`src/core/fbx_pkg.sv`:
```
// Shared constants, types and decode helpers for the flag and memory core
package fbx_pkg;

    localparam int APB_AW = 8;
    localparam int DMEM_AW = 16;
    localparam int GPR_N = 32;

    localparam logic [7:0] OFS_CMD = 8'h00;
    localparam logic [7:0] OFS_ABS_ADDR = 8'h04;
    localparam logic [7:0] OFS_STATUS = 8'h08;
    localparam logic [7:0] OFS_GPR_SEL = 8'h0c;
    localparam logic [7:0] OFS_GPR_DATA = 8'h10;
    localparam logic [7:0] OFS_INFO = 8'h14;

    localparam int SB_C = 0;
    localparam int SB_Z = 1;
    localparam int SB_N = 2;
    localparam int SB_V = 3;
    localparam int SB_S = 4;
    localparam int SB_H = 5;
    localparam int SB_T = 6;
    localparam int SB_I = 7;
    localparam int STATUS_BUSY_BIT = 8;
    localparam int INFO_ILLEGAL_BIT = 0;

    localparam logic [7:0] STATUS_REGISTER_RST = 8'h00;
    localparam logic [7:0] GPR_RST = 8'h00;
    localparam logic [15:0] ABS_ADDR_RST = 16'h0000;

    localparam logic [4:0] PTR_X = 5'h1a;
    localparam logic [4:0] PTR_Y = 5'h1c;
    localparam logic [4:0] PTR_Z = 5'h1e;

    typedef enum logic [5:0] {
        OP_NOP = 6'h00,
        OP_ARITH_RIGHT_SHIFT = 6'h01,
        OP_NIBBLE_SWAP = 6'h02,
        OP_STATUS_BIT_RAISE = 6'h03,
        OP_STATUS_BIT_LOWER = 6'h04,
        OP_BIT_TO_TRANSFER_FLAG = 6'h05,
        OP_TRANSFER_FLAG_TO_BIT = 6'h06,
        OP_CARRY_RAISE = 6'h07,
        OP_CARRY_LOWER = 6'h08,
        OP_NEGATIVE_RAISE = 6'h09,
        OP_NEGATIVE_LOWER = 6'h0a,
        OP_ZERO_RAISE = 6'h0b,
        OP_ZERO_LOWER = 6'h0c,
        OP_IRQ_GLOBAL_ON = 6'h0d,
        OP_IRQ_GLOBAL_OFF = 6'h0e,
        OP_SIGN_FLAG_RAISE = 6'h0f,
        OP_SIGN_FLAG_LOWER = 6'h10,
        OP_OVERFLOW_RAISE = 6'h11,
        OP_OVERFLOW_LOWER = 6'h12,
        OP_TRANSFER_FLAG_RAISE = 6'h13,
        OP_TRANSFER_FLAG_LOWER = 6'h14,
        OP_HALF_CARRY_RAISE = 6'h15,
        OP_HALF_CARRY_LOWER = 6'h16,
        OP_REGISTER_COPY = 6'h17,
        OP_REGISTER_PAIR_COPY = 6'h18,
        OP_IMMEDIATE_LOAD = 6'h19,
        OP_MEM_READ_X = 6'h1a,
        OP_MEM_READ_X_INC = 6'h1b,
        OP_MEM_READ_X_DEC = 6'h1c,
        OP_MEM_READ_Y = 6'h1d,
        OP_MEM_READ_Y_INC = 6'h1e,
        OP_MEM_READ_Y_DEC = 6'h1f,
        OP_MEM_READ_OFFSET_Y = 6'h20,
        OP_MEM_READ_Z = 6'h21,
        OP_MEM_READ_Z_INC = 6'h22,
        OP_MEM_READ_Z_DEC = 6'h23,
        OP_MEM_READ_OFFSET_Z = 6'h24,
        OP_MEM_READ_ABSOLUTE = 6'h25,
        OP_MEM_WRITE_X = 6'h26,
        OP_MEM_WRITE_X_INC = 6'h27,
        OP_MEM_WRITE_X_DEC = 6'h28,
        OP_MEM_WRITE_Y = 6'h29,
        OP_MEM_WRITE_Y_INC = 6'h2a
    } fbx_op_t;

    localparam logic [5:0] OP_LAST = 6'h2a;

    typedef enum logic [1:0] {
        ST_IDLE = 2'b00,
        ST_EXEC = 2'b01,
        ST_MEM = 2'b10
    } fbx_state_t;

    typedef struct packed {
        logic [7:0] imm;
        logic [2:0] bitn;
        logic [4:0] src;
        logic [2:0] rsv_hi;
        logic [4:0] dst;
        logic [1:0] rsv_lo;
        logic [5:0] op;
    } fbx_cmd_t;

    typedef struct packed {
        logic [DMEM_AW-1:0] addr;
        logic [7:0] wdata;
        logic we;
        logic re;
    } fbx_dmem_req_t;

    typedef struct packed {
        logic load;
        logic store;
        logic inc;
        logic dec;
        logic disp;
        logic direct;
        logic [4:0] ptr;
    } fbx_memop_t;

    function automatic fbx_memop_t fbx_mem_decode(input logic [5:0] op);
        fbx_memop_t m;
        m.load = (op >= OP_MEM_READ_X) && (op <= OP_MEM_READ_ABSOLUTE);
        m.store = (op >= OP_MEM_WRITE_X) && (op <= OP_LAST);
        m.inc = op inside {OP_MEM_READ_X_INC, OP_MEM_READ_Y_INC,
            OP_MEM_READ_Z_INC, OP_MEM_WRITE_X_INC, OP_MEM_WRITE_Y_INC};
        m.dec = op inside {OP_MEM_READ_X_DEC, OP_MEM_READ_Y_DEC,
            OP_MEM_READ_Z_DEC, OP_MEM_WRITE_X_DEC};
        m.disp = op inside {OP_MEM_READ_OFFSET_Y, OP_MEM_READ_OFFSET_Z};
        m.direct = (op == OP_MEM_READ_ABSOLUTE);
        if (op inside {OP_MEM_READ_X, OP_MEM_READ_X_INC, OP_MEM_READ_X_DEC,
            OP_MEM_WRITE_X, OP_MEM_WRITE_X_INC, OP_MEM_WRITE_X_DEC})
            m.ptr = PTR_X;
        else if (op inside {OP_MEM_READ_Y, OP_MEM_READ_Y_INC,
            OP_MEM_READ_Y_DEC, OP_MEM_READ_OFFSET_Y, OP_MEM_WRITE_Y,
            OP_MEM_WRITE_Y_INC})
            m.ptr = PTR_Y;
        else
            m.ptr = PTR_Z;
        return m;
    endfunction : fbx_mem_decode

    function automatic logic [4:0] fbx_hi(input logic [4:0] lo);
        return {lo[4:1], 1'b1};
    endfunction : fbx_hi

endpackage : fbx_pkg

```
`src/core/fbx_bitops.sv`:
```
// Single-cycle shift, swap, bit transfer and flag operations
`timescale 1ns/1ns
module fbx_bitops (
    input wire fbx_pkg::fbx_cmd_t cmd,
    input wire logic [7:0] dst_val,
    input wire logic [7:0] src_val,
    input wire logic [7:0] status_register,
    output logic [7:0] res,
    output logic res_we,
    output logic [7:0] status_register_nxt
);

    logic [7:0] shifted;

    assign shifted = {dst_val[7], dst_val[7:1]};

    always_comb
    begin
        res = dst_val;
        res_we = 1'b0;
        status_register_nxt = status_register;
        unique case (cmd.op) inside
            fbx_pkg::OP_ARITH_RIGHT_SHIFT:
            begin
                res = shifted;
                res_we = 1'b1;
                status_register_nxt[fbx_pkg::SB_C] = dst_val[0];
                status_register_nxt[fbx_pkg::SB_N] = shifted[7];
                status_register_nxt[fbx_pkg::SB_Z] = (shifted == 8'h00);
                status_register_nxt[fbx_pkg::SB_V] = shifted[7] ^ dst_val[0];
            end
            fbx_pkg::OP_NIBBLE_SWAP:
            begin
                res = {dst_val[3:0], dst_val[7:4]};
                res_we = 1'b1;
            end
            fbx_pkg::OP_STATUS_BIT_RAISE:
                status_register_nxt[cmd.bitn] = 1'b1;
            fbx_pkg::OP_STATUS_BIT_LOWER:
                status_register_nxt[cmd.bitn] = 1'b0;
            fbx_pkg::OP_BIT_TO_TRANSFER_FLAG:
                status_register_nxt[fbx_pkg::SB_T] = src_val[cmd.bitn];
            fbx_pkg::OP_TRANSFER_FLAG_TO_BIT:
            begin
                res[cmd.bitn] = status_register[fbx_pkg::SB_T];
                res_we = 1'b1;
            end
            // Raise codes are odd, lower codes even, so bit 0 is the value
            [fbx_pkg::OP_CARRY_RAISE:fbx_pkg::OP_CARRY_LOWER]:
                status_register_nxt[fbx_pkg::SB_C] = cmd.op[0];
            [fbx_pkg::OP_NEGATIVE_RAISE:fbx_pkg::OP_NEGATIVE_LOWER]:
                status_register_nxt[fbx_pkg::SB_N] = cmd.op[0];
            [fbx_pkg::OP_ZERO_RAISE:fbx_pkg::OP_ZERO_LOWER]:
                status_register_nxt[fbx_pkg::SB_Z] = cmd.op[0];
            [fbx_pkg::OP_IRQ_GLOBAL_ON:fbx_pkg::OP_IRQ_GLOBAL_OFF]:
                status_register_nxt[fbx_pkg::SB_I] = cmd.op[0];
            [fbx_pkg::OP_SIGN_FLAG_RAISE:fbx_pkg::OP_SIGN_FLAG_LOWER]:
                status_register_nxt[fbx_pkg::SB_S] = cmd.op[0];
            [fbx_pkg::OP_OVERFLOW_RAISE:fbx_pkg::OP_OVERFLOW_LOWER]:
                status_register_nxt[fbx_pkg::SB_V] = cmd.op[0];
            [fbx_pkg::OP_TRANSFER_FLAG_RAISE:fbx_pkg::OP_TRANSFER_FLAG_LOWER]:
                status_register_nxt[fbx_pkg::SB_T] = cmd.op[0];
            [fbx_pkg::OP_HALF_CARRY_RAISE:fbx_pkg::OP_HALF_CARRY_LOWER]:
                status_register_nxt[fbx_pkg::SB_H] = cmd.op[0];
            default:
                res_we = 1'b0;
        endcase
    end

endmodule : fbx_bitops

```
`src/core/fbx_core.sv`:
```
// Flag, bit transfer and data-memory move core with an APB slave
`timescale 1ns/1ns
// Notes on behaviour
// - Arithmetic right shift keeps bit 7, shifts the rest down, sets Z C N V, one clock.
// - Bit-to-flag copies the chosen source bit into the transfer flag in one clock.
// - Flag-to-bit writes the transfer flag into the chosen bit in one clock, no flags.
// - Overflow raise and lower set or clear only the overflow flag in one clock.
// - Half-carry raise and lower set or clear the half-carry flag in one clock.
// - Sign raise and lower set or clear only the signed test flag in one clock.
// - Pointer loads read memory at the pointer in two clocks, post-inc adds one after.
// - Pre-decrement loads subtract one from the pointer, then read the new address.
// - Offset loads read at the second or third pointer plus a constant, pointer kept.
// - Absolute load reads the address held in the absolute address register in two clocks.
// - Stores via the first pointer write in two clocks, post-inc adds one after.
// - Pre-decrement stores via the first pointer subtract one, then write there.
// - Stores via the second pointer write in two clocks, post-inc adds one after.
// - Pre-decrement load via the second pointer decrements, then reads the new address.
module fbx_core (
    input wire logic clock,
    input wire logic rst_n,
    input wire logic psel,
    input wire logic penable,
    input wire logic pwrite,
    input wire logic [fbx_pkg::APB_AW-1:0] paddr,
    input wire logic [31:0] pwdata,
    output logic [31:0] prdata,
    output logic pready,
    output logic pslverr,
    output fbx_pkg::fbx_dmem_req_t dmem_req,
    input wire logic [7:0] dmem_rdata
);

    logic [7:0] gpr_r [fbx_pkg::GPR_N];
    logic [7:0] status_register_r;
    fbx_pkg::fbx_cmd_t cmd_r;
    fbx_pkg::fbx_state_t state_r;
    fbx_pkg::fbx_state_t state_nxt;
    fbx_pkg::fbx_dmem_req_t dmem_req_r;
    logic [15:0] abs_addr_r;
    logic [4:0] gpr_sel_r;
    logic illegal_r;
    logic [31:0] prdata_r;
    logic pslverr_r;

    logic busy;
    logic setup;
    logic access;
    logic wr_fire;
    logic hit;
    logic cmd_go;
    fbx_pkg::fbx_cmd_t cmd_in;
    fbx_pkg::fbx_memop_t mi;
    fbx_pkg::fbx_memop_t mx;
    logic [15:0] ptr_in;
    logic [15:0] ptr_ex;
    logic [15:0] req_addr;
    logic [7:0] alu_res;
    logic alu_we;
    logic [7:0] alu_status_register;

    assign busy = (state_r != fbx_pkg::ST_IDLE);
    assign setup = psel & ~penable;
    assign access = psel & penable;
    // Writes wait while a command runs so software never races the core
    assign pready = ~(busy & pwrite);
    assign wr_fire = access & pwrite & pready;
    assign cmd_go = wr_fire & (paddr == fbx_pkg::OFS_CMD);
    assign cmd_in = fbx_pkg::fbx_cmd_t'(pwdata);
    assign prdata = prdata_r;
    assign pslverr = pslverr_r;
    assign dmem_req = dmem_req_r;

    always_comb
    begin
        hit = paddr inside {fbx_pkg::OFS_CMD, fbx_pkg::OFS_ABS_ADDR,
            fbx_pkg::OFS_STATUS, fbx_pkg::OFS_GPR_SEL,
            fbx_pkg::OFS_GPR_DATA, fbx_pkg::OFS_INFO};
    end

    // Address for a memory command is formed as it is accepted
    always_comb
    begin
        mi = fbx_pkg::fbx_mem_decode(cmd_in.op);
        ptr_in = {gpr_r[fbx_pkg::fbx_hi(mi.ptr)], gpr_r[mi.ptr]};
        if (mi.direct)
            req_addr = abs_addr_r;
        else if (mi.disp)
            req_addr = ptr_in + {10'h000, cmd_in.imm[5:0]};
        else if (mi.dec)
            req_addr = ptr_in - 16'h0001;
        else
            req_addr = ptr_in;
    end

    always_comb
    begin
        mx = fbx_pkg::fbx_mem_decode(cmd_r.op);
        ptr_ex = {gpr_r[fbx_pkg::fbx_hi(mx.ptr)], gpr_r[mx.ptr]};
    end

    fbx_bitops u_bitops (
        .cmd(cmd_r),
        .dst_val(gpr_r[cmd_r.dst]),
        .src_val(gpr_r[cmd_r.src]),
        .status_register(status_register_r),
        .res(alu_res),
        .res_we(alu_we),
        .status_register_nxt(alu_status_register)
    );

    always_comb
    begin
        state_nxt = state_r;
        unique case (state_r)
            fbx_pkg::ST_IDLE:
                if (cmd_go)
                    state_nxt = fbx_pkg::ST_EXEC;
            fbx_pkg::ST_EXEC:
                if (mx.load | mx.store)
                    state_nxt = fbx_pkg::ST_MEM;
                else
                    state_nxt = fbx_pkg::ST_IDLE;
            fbx_pkg::ST_MEM:
                state_nxt = fbx_pkg::ST_IDLE;
            default:
                state_nxt = fbx_pkg::ST_IDLE;
        endcase
    end

    always_ff @(posedge clock)
    begin
        if (!rst_n)
            state_r <= fbx_pkg::ST_IDLE;
        else
            state_r <= state_nxt;
    end

    always_ff @(posedge clock)
    begin
        if (!rst_n)
            cmd_r <= '0;
        else if (cmd_go)
            cmd_r <= cmd_in;
    end

    // Request is held for the execute cycle; memory answers one cycle later
    always_ff @(posedge clock)
    begin
        if (!rst_n)
            dmem_req_r <= '0;
        else if (cmd_go)
        begin
            dmem_req_r.addr <= req_addr;
            dmem_req_r.wdata <= gpr_r[cmd_in.src];
            dmem_req_r.we <= mi.store;
            dmem_req_r.re <= mi.load;
        end
        else
        begin
            dmem_req_r.we <= 1'b0;
            dmem_req_r.re <= 1'b0;
        end
    end

    always_ff @(posedge clock)
    begin
        if (!rst_n)
        begin
            for (int i = 0; i < fbx_pkg::GPR_N; i++)
                gpr_r[i] <= fbx_pkg::GPR_RST;
        end
        else if (state_r == fbx_pkg::ST_EXEC)
        begin
            if (alu_we)
                gpr_r[cmd_r.dst] <= alu_res;
            unique case (cmd_r.op)
                fbx_pkg::OP_REGISTER_COPY:
                    gpr_r[cmd_r.dst] <= gpr_r[cmd_r.src];
                fbx_pkg::OP_REGISTER_PAIR_COPY:
                begin
                    gpr_r[{cmd_r.dst[4:1], 1'b0}] <=
                        gpr_r[{cmd_r.src[4:1], 1'b0}];
                    gpr_r[fbx_pkg::fbx_hi(cmd_r.dst)] <=
                        gpr_r[fbx_pkg::fbx_hi(cmd_r.src)];
                end
                fbx_pkg::OP_IMMEDIATE_LOAD:
                    gpr_r[cmd_r.dst] <= cmd_r.imm;
                default:
                    ;
            endcase
            // Offset and absolute forms leave the pointer alone
            if (mx.inc)
            begin
                gpr_r[mx.ptr] <= 8'(ptr_ex + 16'h0001);
                gpr_r[fbx_pkg::fbx_hi(mx.ptr)] <= 8'((ptr_ex + 16'h0001) >> 8);
            end
            else if (mx.dec)
            begin
                gpr_r[mx.ptr] <= 8'(ptr_ex - 16'h0001);
                gpr_r[fbx_pkg::fbx_hi(mx.ptr)] <= 8'((ptr_ex - 16'h0001) >> 8);
            end
        end
        else if (state_r == fbx_pkg::ST_MEM)
        begin
            // Loaded byte lands last, so it wins over a pointer update
            if (mx.load)
                gpr_r[cmd_r.dst] <= dmem_rdata;
        end
        else if (wr_fire && paddr == fbx_pkg::OFS_GPR_DATA)
            gpr_r[gpr_sel_r] <= pwdata[7:0];
    end

    always_ff @(posedge clock)
    begin
        if (!rst_n)
            status_register_r <= fbx_pkg::STATUS_REGISTER_RST;
        else if (state_r == fbx_pkg::ST_EXEC)
            status_register_r <= alu_status_register;
        else if (wr_fire && paddr == fbx_pkg::OFS_STATUS)
            status_register_r <= pwdata[7:0];
    end

    always_ff @(posedge clock)
    begin
        if (!rst_n)
        begin
            abs_addr_r <= fbx_pkg::ABS_ADDR_RST;
            gpr_sel_r <= 5'h00;
        end
        else if (wr_fire)
        begin
            if (paddr == fbx_pkg::OFS_ABS_ADDR)
                abs_addr_r <= pwdata[15:0];
            if (paddr == fbx_pkg::OFS_GPR_SEL)
                gpr_sel_r <= pwdata[4:0];
        end
    end

    // Unknown command codes run as one-clock no-ops and leave a sticky mark
    always_ff @(posedge clock)
    begin
        if (!rst_n)
            illegal_r <= 1'b0;
        else if (cmd_go && cmd_in.op > fbx_pkg::OP_LAST)
            illegal_r <= 1'b1;
        else if (wr_fire && paddr == fbx_pkg::OFS_INFO &&
            pwdata[fbx_pkg::INFO_ILLEGAL_BIT])
            illegal_r <= 1'b0;
    end

    // Read data and error are captured in the setup cycle
    always_ff @(posedge clock)
    begin
        if (!rst_n)
        begin
            prdata_r <= 32'h0000_0000;
            pslverr_r <= 1'b0;
        end
        else if (setup)
        begin
            pslverr_r <= ~hit;
            prdata_r <= 32'h0000_0000;
            if (!pwrite)
            begin
                unique case (paddr)
                    fbx_pkg::OFS_CMD:
                        prdata_r <= cmd_r;
                    fbx_pkg::OFS_ABS_ADDR:
                        prdata_r <= {16'h0000, abs_addr_r};
                    fbx_pkg::OFS_STATUS:
                        prdata_r <= {23'h000000, busy, status_register_r};
                    fbx_pkg::OFS_GPR_SEL:
                        prdata_r <= {27'h0000000, gpr_sel_r};
                    fbx_pkg::OFS_GPR_DATA:
                        prdata_r <= {24'h000000, gpr_r[gpr_sel_r]};
                    fbx_pkg::OFS_INFO:
                        prdata_r <= {31'h00000000, illegal_r};
                    default:
                        prdata_r <= 32'h0000_0000;
                endcase
            end
        end
    end

endmodule : fbx_core

```
`config.mk`:
```
export PLATFORM = sky130hd
export DESIGN_NAME = fbx_core
export DESIGN_NICKNAME = d
export VERILOG_FILES = /design/src/core/fbx_pkg.sv /design/src/core/fbx_bitops.sv /design/src/core/fbx_core.sv
export SDC_FILE = /design/constraint.sdc
export NUM_CORES = 1
export LEC_CHECK = 0
export BUFFER_PORTS_ARGS = -buffer_cell sky130_fd_sc_hd__buf_4
export CAP_MARGIN = 40
export CORE_MARGIN = 3
export CORE_UTILIZATION = 30
export DETAILED_ROUTE_END_ITERATION = 6
export PLACE_DENSITY_LB_ADDON = 0.2
export SETUP_SLACK_MARGIN = 0.5
export SYNTH_ARGS = -nofsm -noshare
export SYNTH_HDL_FRONTEND = slang
export SYNTH_SLANG_ARGS = --single-unit
```
`constraint.sdc`:
```
create_clock -name clock -period 4.88 [get_ports clock]
set_input_delay 0.488 -clock clock [delete_from_list [all_inputs] [get_ports clock]]
set_output_delay 0.488 -clock clock [all_outputs]
set_load 0.03 [all_outputs]
```
==> results of run 1 <==
## cell type report
cell class,instances,area [µm²]
Clock buffer,53,1229
Clock inverter,32,345.3
Fill cell,9660,63930
Inverter,26,97.59
Multi-Input combinational cell,1948,18380
Sequential cell,394,10480
Tap cell,1287,1610
Timing Repair Buffer,330,2781
## registers in the layout, indices dropped and copies added (netlist names), named ones only
name and count:
gpr_sel_r 5, abs_addr_r 16, pslverr 1, status_register_r 8, state_r 2, cmd_r 32, dmem_req 26, illegal_r 1
prdata 32, gpr_r 256
## where the power goes
part | switching, mW | leakage [nW] | total, mW | internal, mW
Combinational | 0.512 | 6.80 | 0.888 | 0.376
Clock | 1.57 | 0.777 | 3.67 | 2.09
Sequential | 0.156 | 3.76 | 3.77 | 3.62
## placed cells by master, fill, tap and decap left out, types with 48 or more instances in the layout
master | netlist | final
nor2b_1 | 58 | 58
mux2i_1 | 99 | 99
buf_4 | 7 | 302
a22oi_1 | 49 | 48
nand2_1 | 271 | 270
nor2_1 | 91 | 89
o21ai_0 | 79 | 79
edfxtp_1 | 256 | 256
mux4_2 | 362 | 362
dfxtp_1 | 138 | 127
a21oi_1 | 84 | 83
a21boi_0 | 59 | 59
nand3_1 | 71 | 71
o22ai_1 | 208 | 208
## kinds of logic after synthesis
family                   count (synthesis)
AO/OA/AOI/OAI                          737
flip-flops                             394
buffers and inverters                  298
adder cells (fa/ha/maj)                 10
multiplexers                           488
XOR/XNOR                                37
AND/OR/NAND/NOR                        676
## what timing repair did
action                                  4_1_cts  5_1_grt
endpoints found under the setup margin       12      100
gates resized for setup                       3        4
pin swaps                                     0        0
buffers inserted                              1        7
gates cloned                                  0        0
## worst reg2reg max path, stage by stage (launching register included)
cell and delay [ns]:
dfxtp_4 0.65, buf_4 0.34, mux4_2 0.57, mux4_2 0.49
a21oi_1 0.42, buf_4 0.21, nor2_1 0.04, nor3_1 0.20
nor4_1 0.12, a211oi_4 0.43, or2_1 0.43, o22ai_1 0.12
## metal layers
metal	part of all wire, %	GRT usage, %	wire length [µm]
met3	12	5.465	16650
met1	39	36.90	55870
met4	4.7	10.88	6753
met5	0.0084	0	12
met2	44	40.81	63080
## worst paths after layout
check	startpoint	to	slack, ns	depth (start not counted)
setup / recovery	register	gpr_r[26][5]	0.58	11
hold / removal	pwdata[30]	cmd_r[30]	0.14	3
setup reg to reg	register	gpr_r[26][5]	0.58	11
hold reg to reg	prdata[1]	prdata[1]	0.46	2
## metrics by stage
step / power, mW / hold slack [ns] / utilization [%] / instance area (µm²)
2_1_floorplan: 4.281 / 0.4431 / - / 30020
3_3_place_gp: 4.687 / 0.4565 / 33.51 / 33120
3_5_place_dp: 4.697 / 0.4597 / 33.60 / 33220
4_1_cts: 8.351 / 0.1173 / 35.24 / 34830
5_1_grt: 8.543 / 0.1368 / 35.33 / 34920
6_report: 8.325 / 0.1400 / 35.33 / 34920
==> results_dict.tcl, run 1 <==
set metrics [dict create \
    outcome "complete, no violations" \
    crit_required_ns 5.19 \
    synthArstFlopShare_pct 0 \
    synth.distinct_cells 94 \
    place_inst 3977 \
    start_util_pct 30.37 \
    cts_buffer_depth 3 \
    fin_nets 2810 \
    setup-violations-final 0 \
    synth_edf_count 256 \
    htree_levels 2 \
    ant_nets 0 \
    finalCritPeriodShare_pct 88.19 \
    place_ws_ns 0.3274 \
    path_class "reg2reg" \
    ys_seq_elements 394 \
    cp_slowest_cell "dfxtp_4" \
    gr-total-overflow 0 \
    diodes 0 \
    syn-instance-count 2640 \
    grt_usage_pct 26.66 \
    vias 27444 \
    synth_compound_area_share_pct 16.94 \
    end_kind "register" \
    finalWirelength_um 142400 \
    synth_fp_nets 2703 \
    fin_ws_ns 0.5763 \
    antenna_found_initial 6 \
    synth_area_um2 30020 \
    clkLatencyLatePin_ns 0.63 \
    synthAdderAreaFrac_pct 0.4418 \
    cts_sinks 394 \
    drt_iter0_markers 4384 \
    cts_tree "built" \
    ctsHoldBuffers 0 \
    routedWlPerCell_um 34.98 \
    muxShareOfSynthArea_pct 31.47 \
    die_h_um 322.3 \
    arrival_ns 4.62 \
    ys.flop_type "edfxtp_1" \
    layout_min_cycle_time_ns 4.304 \
    area_growth_pct 16.33 \
    core_area_um2 98850 \
    rsz0062_at_grt "no" \
    grt_max_degree 82 \
    dp_hpwl_um 106400 \
    crit_family "multiplexers" \
    peakVddDrop_mv 0.2351 \
    ys_seq_area_share_pct 34.81 \
    cts_buffers 47 \
    synth_top_area_share_pct 27.16 \
    drv_slew 0 \
    worst-slew-pin-transition_ns 0.8616 \
    first_global_vias 26042 \
    die_width_um 322.3 \
    max_freq_mhz 232.4 \
    synthSimpleGateAreaFrac_pct 10.99 \
    numPortBuffers 112 \
    cp_cell_sequence "buf_4, mux4_2, mux4_2, a21oi_1, buf_4, nor2_1, nor3_1, nor4_1, a211oi_4, or2_1, o22ai_1" \
    slowest_delay_ns 0.65 \
    maxCapViolCount 0 \
    finClkSkew_ns 0.05778 \
    rows 115 \
    powerDensity_nw_per_um2 238.4 \
    gp_congestion 0.9730 \
    final_layout_size_suffix_gt1_share_pct 30.83 \
    dieArea_um2 103900 \
    crit_fanout 16 \
    io_pins 113 \
    relSlewSlack_pct 40.92 \
    yosysMostFrequentCell "mux4_2" \
    synth_top_family_by_area "multiplexers" \
    tns_ns 0 \
    critPathBufInv 2 \
    viasPerCell 6.743 \
    leakage_nw 11.34 \
    hold_violations 0 \
    finalNonFillerCells 4070 \
    clock-root-buffer "clkbuf_16" \
    avgSynthCellArea_um2 11.37 \
    yosys.area.top_type "mux4_2" \
    clk_pin_slew_ns 0.06 \
    synth_area_leaders "mux4_2 (27%), edfxtp_1 (26%), dfxtp_1 (9.2%)" \
    hold_class "in2reg" \
    synthTopCellsByCount "mux4_2 (362), nand2_1 (271), edfxtp_1 (256), o22ai_1 (208), clkbuf_1 (158)" \
    start_kind "register" \
    grt_pass1_wl_um 200100 \
    drc 0 \
    yosys_warnings 0 \
    dr.pass1.iters 6 \
    synthXorXnorAreaFrac_pct 1.079 \
]
(Power assumes the default switching activity.)
==> run 2, diff against run 1 <==
--- a/config.mk
+++ b/config.mk
@@ -9,6 +9,7 @@
 export CAP_MARGIN = 40
 export CORE_MARGIN = 3
 export CORE_UTILIZATION = 30
+export CTS_BUF_LIST = sky130_fd_sc_hd__clkbuf_16
 export DETAILED_ROUTE_END_ITERATION = 6
 export PLACE_DENSITY_LB_ADDON = 0.2
 export SETUP_SLACK_MARGIN = 0.5
==> results_dict.tcl, run 2 (synthesized netlist as in run 1, its figures left out) <==
set metrics [dict create \
    outcome "complete, no violations" \
    nFillCells 9665 \
    worst-slew-pin-transition_ns 0.9185 \
    ctsHoldBuffers 0 \
    htree_levels 2 \
    drv_slew 0 \
    max_freq_mhz 232.2 \
    place_ws_ns 0.3274 \
    hold_ws_ns 0.1445 \
    routedWlPerCell_um 35.01 \
    fin_ws_ns 0.5725 \
    post_dp_cell_area_um2 33220 \
    cp_slowest_cell "dfxtp_4" \
    place_inst 3977 \
    vias 27553 \
    clock-root-buffer "clkbuf_16" \
    drc 0 \
    cts_sinks 394 \
    final_layout_size_suffix_gt1_share_pct 30.70 \
    grt_max_degree 82 \
    design_area_um2 34890 \
    setup-violations-final 0 \
    leakage_nw 11.33 \
    core_area_um2 98850 \
    finalCritPeriodShare_pct 88.27 \
    first_global_vias 26082 \
    rows 115 \
    antenna_found_initial 6 \
    ant_nets 0 \
    relSlewSlack_pct 37.02 \
    total_power_mw 8.273 \
    die_h_um 322.3 \
    grt_pass1_wl_um 200000 \
    maxCapViolCount 0 \
    io_pins 113 \
    powerDensity_nw_per_um2 237.1 \
    cts_buffers 47 \
    multiInputGateArea_um2 18380 \
    cts_buffer_depth 3 \
    area_growth_pct 16.21 \
    fin_util_pct 35.30 \
    hold_violations 0 \
    end_kind "register" \
    crit_fanout 16 \
    die_width_um 322.3 \
    numPortBuffers 112 \
    dieArea_um2 103900 \
    cp_cell_sequence "buf_4, mux4_2, mux4_2, a21oi_1, buf_4, nor2_1, nor3_1, nor4_1, a211oi_4, or2_1, o22ai_1" \
    peakVddDrop_mv 0.2392 \
    finClkSkew_ns 0.06425 \
    largest_register_ff_count 256 \
    path_class "reg2reg" \
    register_area_um2 10480 \
    finalWirelength_um 142500 \
    clkLatencyLatePin_ns 0.64 \
    start_kind "register" \
    fin_nets 2809 \
    grt_usage_pct 26.66 \
    rsz0062_at_grt "no" \
    arrival_ns 4.62 \
    tns_ns 0 \
    dr.pass1.iters 6 \
    crit_required_ns 5.19 \
    cts_tree "built" \
    final_common_cell "mux4_2" \
    final_cell_mix "mux4_2 (362), buf_4 (301), nand2_1 (270)" \
    layout_min_cycle_time_ns 4.307 \
    start_util_pct 30.37 \
    clk_pin_slew_ns 0.06 \
    hold_path_startpoint "pwdata[30]" \
    gr-total-overflow 0 \
    dp_hpwl_um 106400 \
    slowest_delay_ns 0.64 \
    viasPerCell 6.770 \
    finalNonFillerCells 4070 \
    hold_class "in2reg" \
    drt_iter0_markers 4323 \
    regMostFlops "gpr_r" \
    gp_congestion 0.9730 \
]
[run 2: cell count changes in the layout (fill, tap and decap cells not counted), sizes merged]
cell	previous run	this run
buf	330	329
clkbuf	53	47
clkinv	21	24
diode	0	1
inv	30	33
[run 2: cell type report]
type / instances / share of cell area [%]
diodes: 1 / 0.007172
clock buffers: 47 / 3.371
clock inverters: 38 / 1.054
inverters: 26 / 0.2797
multi-input cells: 1948 / 52.68
flip-flops and latches: 394 / 30.04
well taps: 1287 / 4.615
repair buffers: 329 / 7.951
[run 2: report_power, final]
part | internal (mW) | switching [mW]
Sequential | 3.62 | 0.156
Combinational | 0.376 | 0.511
Clock | 2.04 | 1.58
[run 2: final timing paths]
| path | depth (start not counted) | slack, ns | endpoint |
|---|---|---|---|
| worst max-delay path | 11 | 0.57 | gpr_r[26][5] |
| worst min-delay path | 3 | 0.14 | cmd_r[30] |
| worst max register to register | 11 | 0.57 | gpr_r[26][5] |
| worst min register to register | 2 | 0.46 | prdata[1] |
[run 2: metal layers]
metal | vias to the layer above | global-route usage, % | routed length [µm]
met5 | - | 0 | 12
met4 | 2 | 11.23 | 7034
met3 | 310 | 5.352 | 16580
met2 | 2180 | 40.59 | 62880
met1 | 14048 | 37.03 | 55980
li1 | 11013 | - | -
[run 2: timing repair]
| action | CTS | global route |
|---|---|---|
| resized for setup | 3 | 4 |
| setup endpoints to repair | 13 | 96 |
| setup buffers | 1 | 6 |
[run 2: critical path: cells and delay by family (launching register included)]
kind | cells | cell delay (ns)
flops | 1 | 0.64
mux | 2 | 1.05
compound gates | 3 | 0.98
buf+inv | 2 | 0.52
simple gates | 4 | 0.77
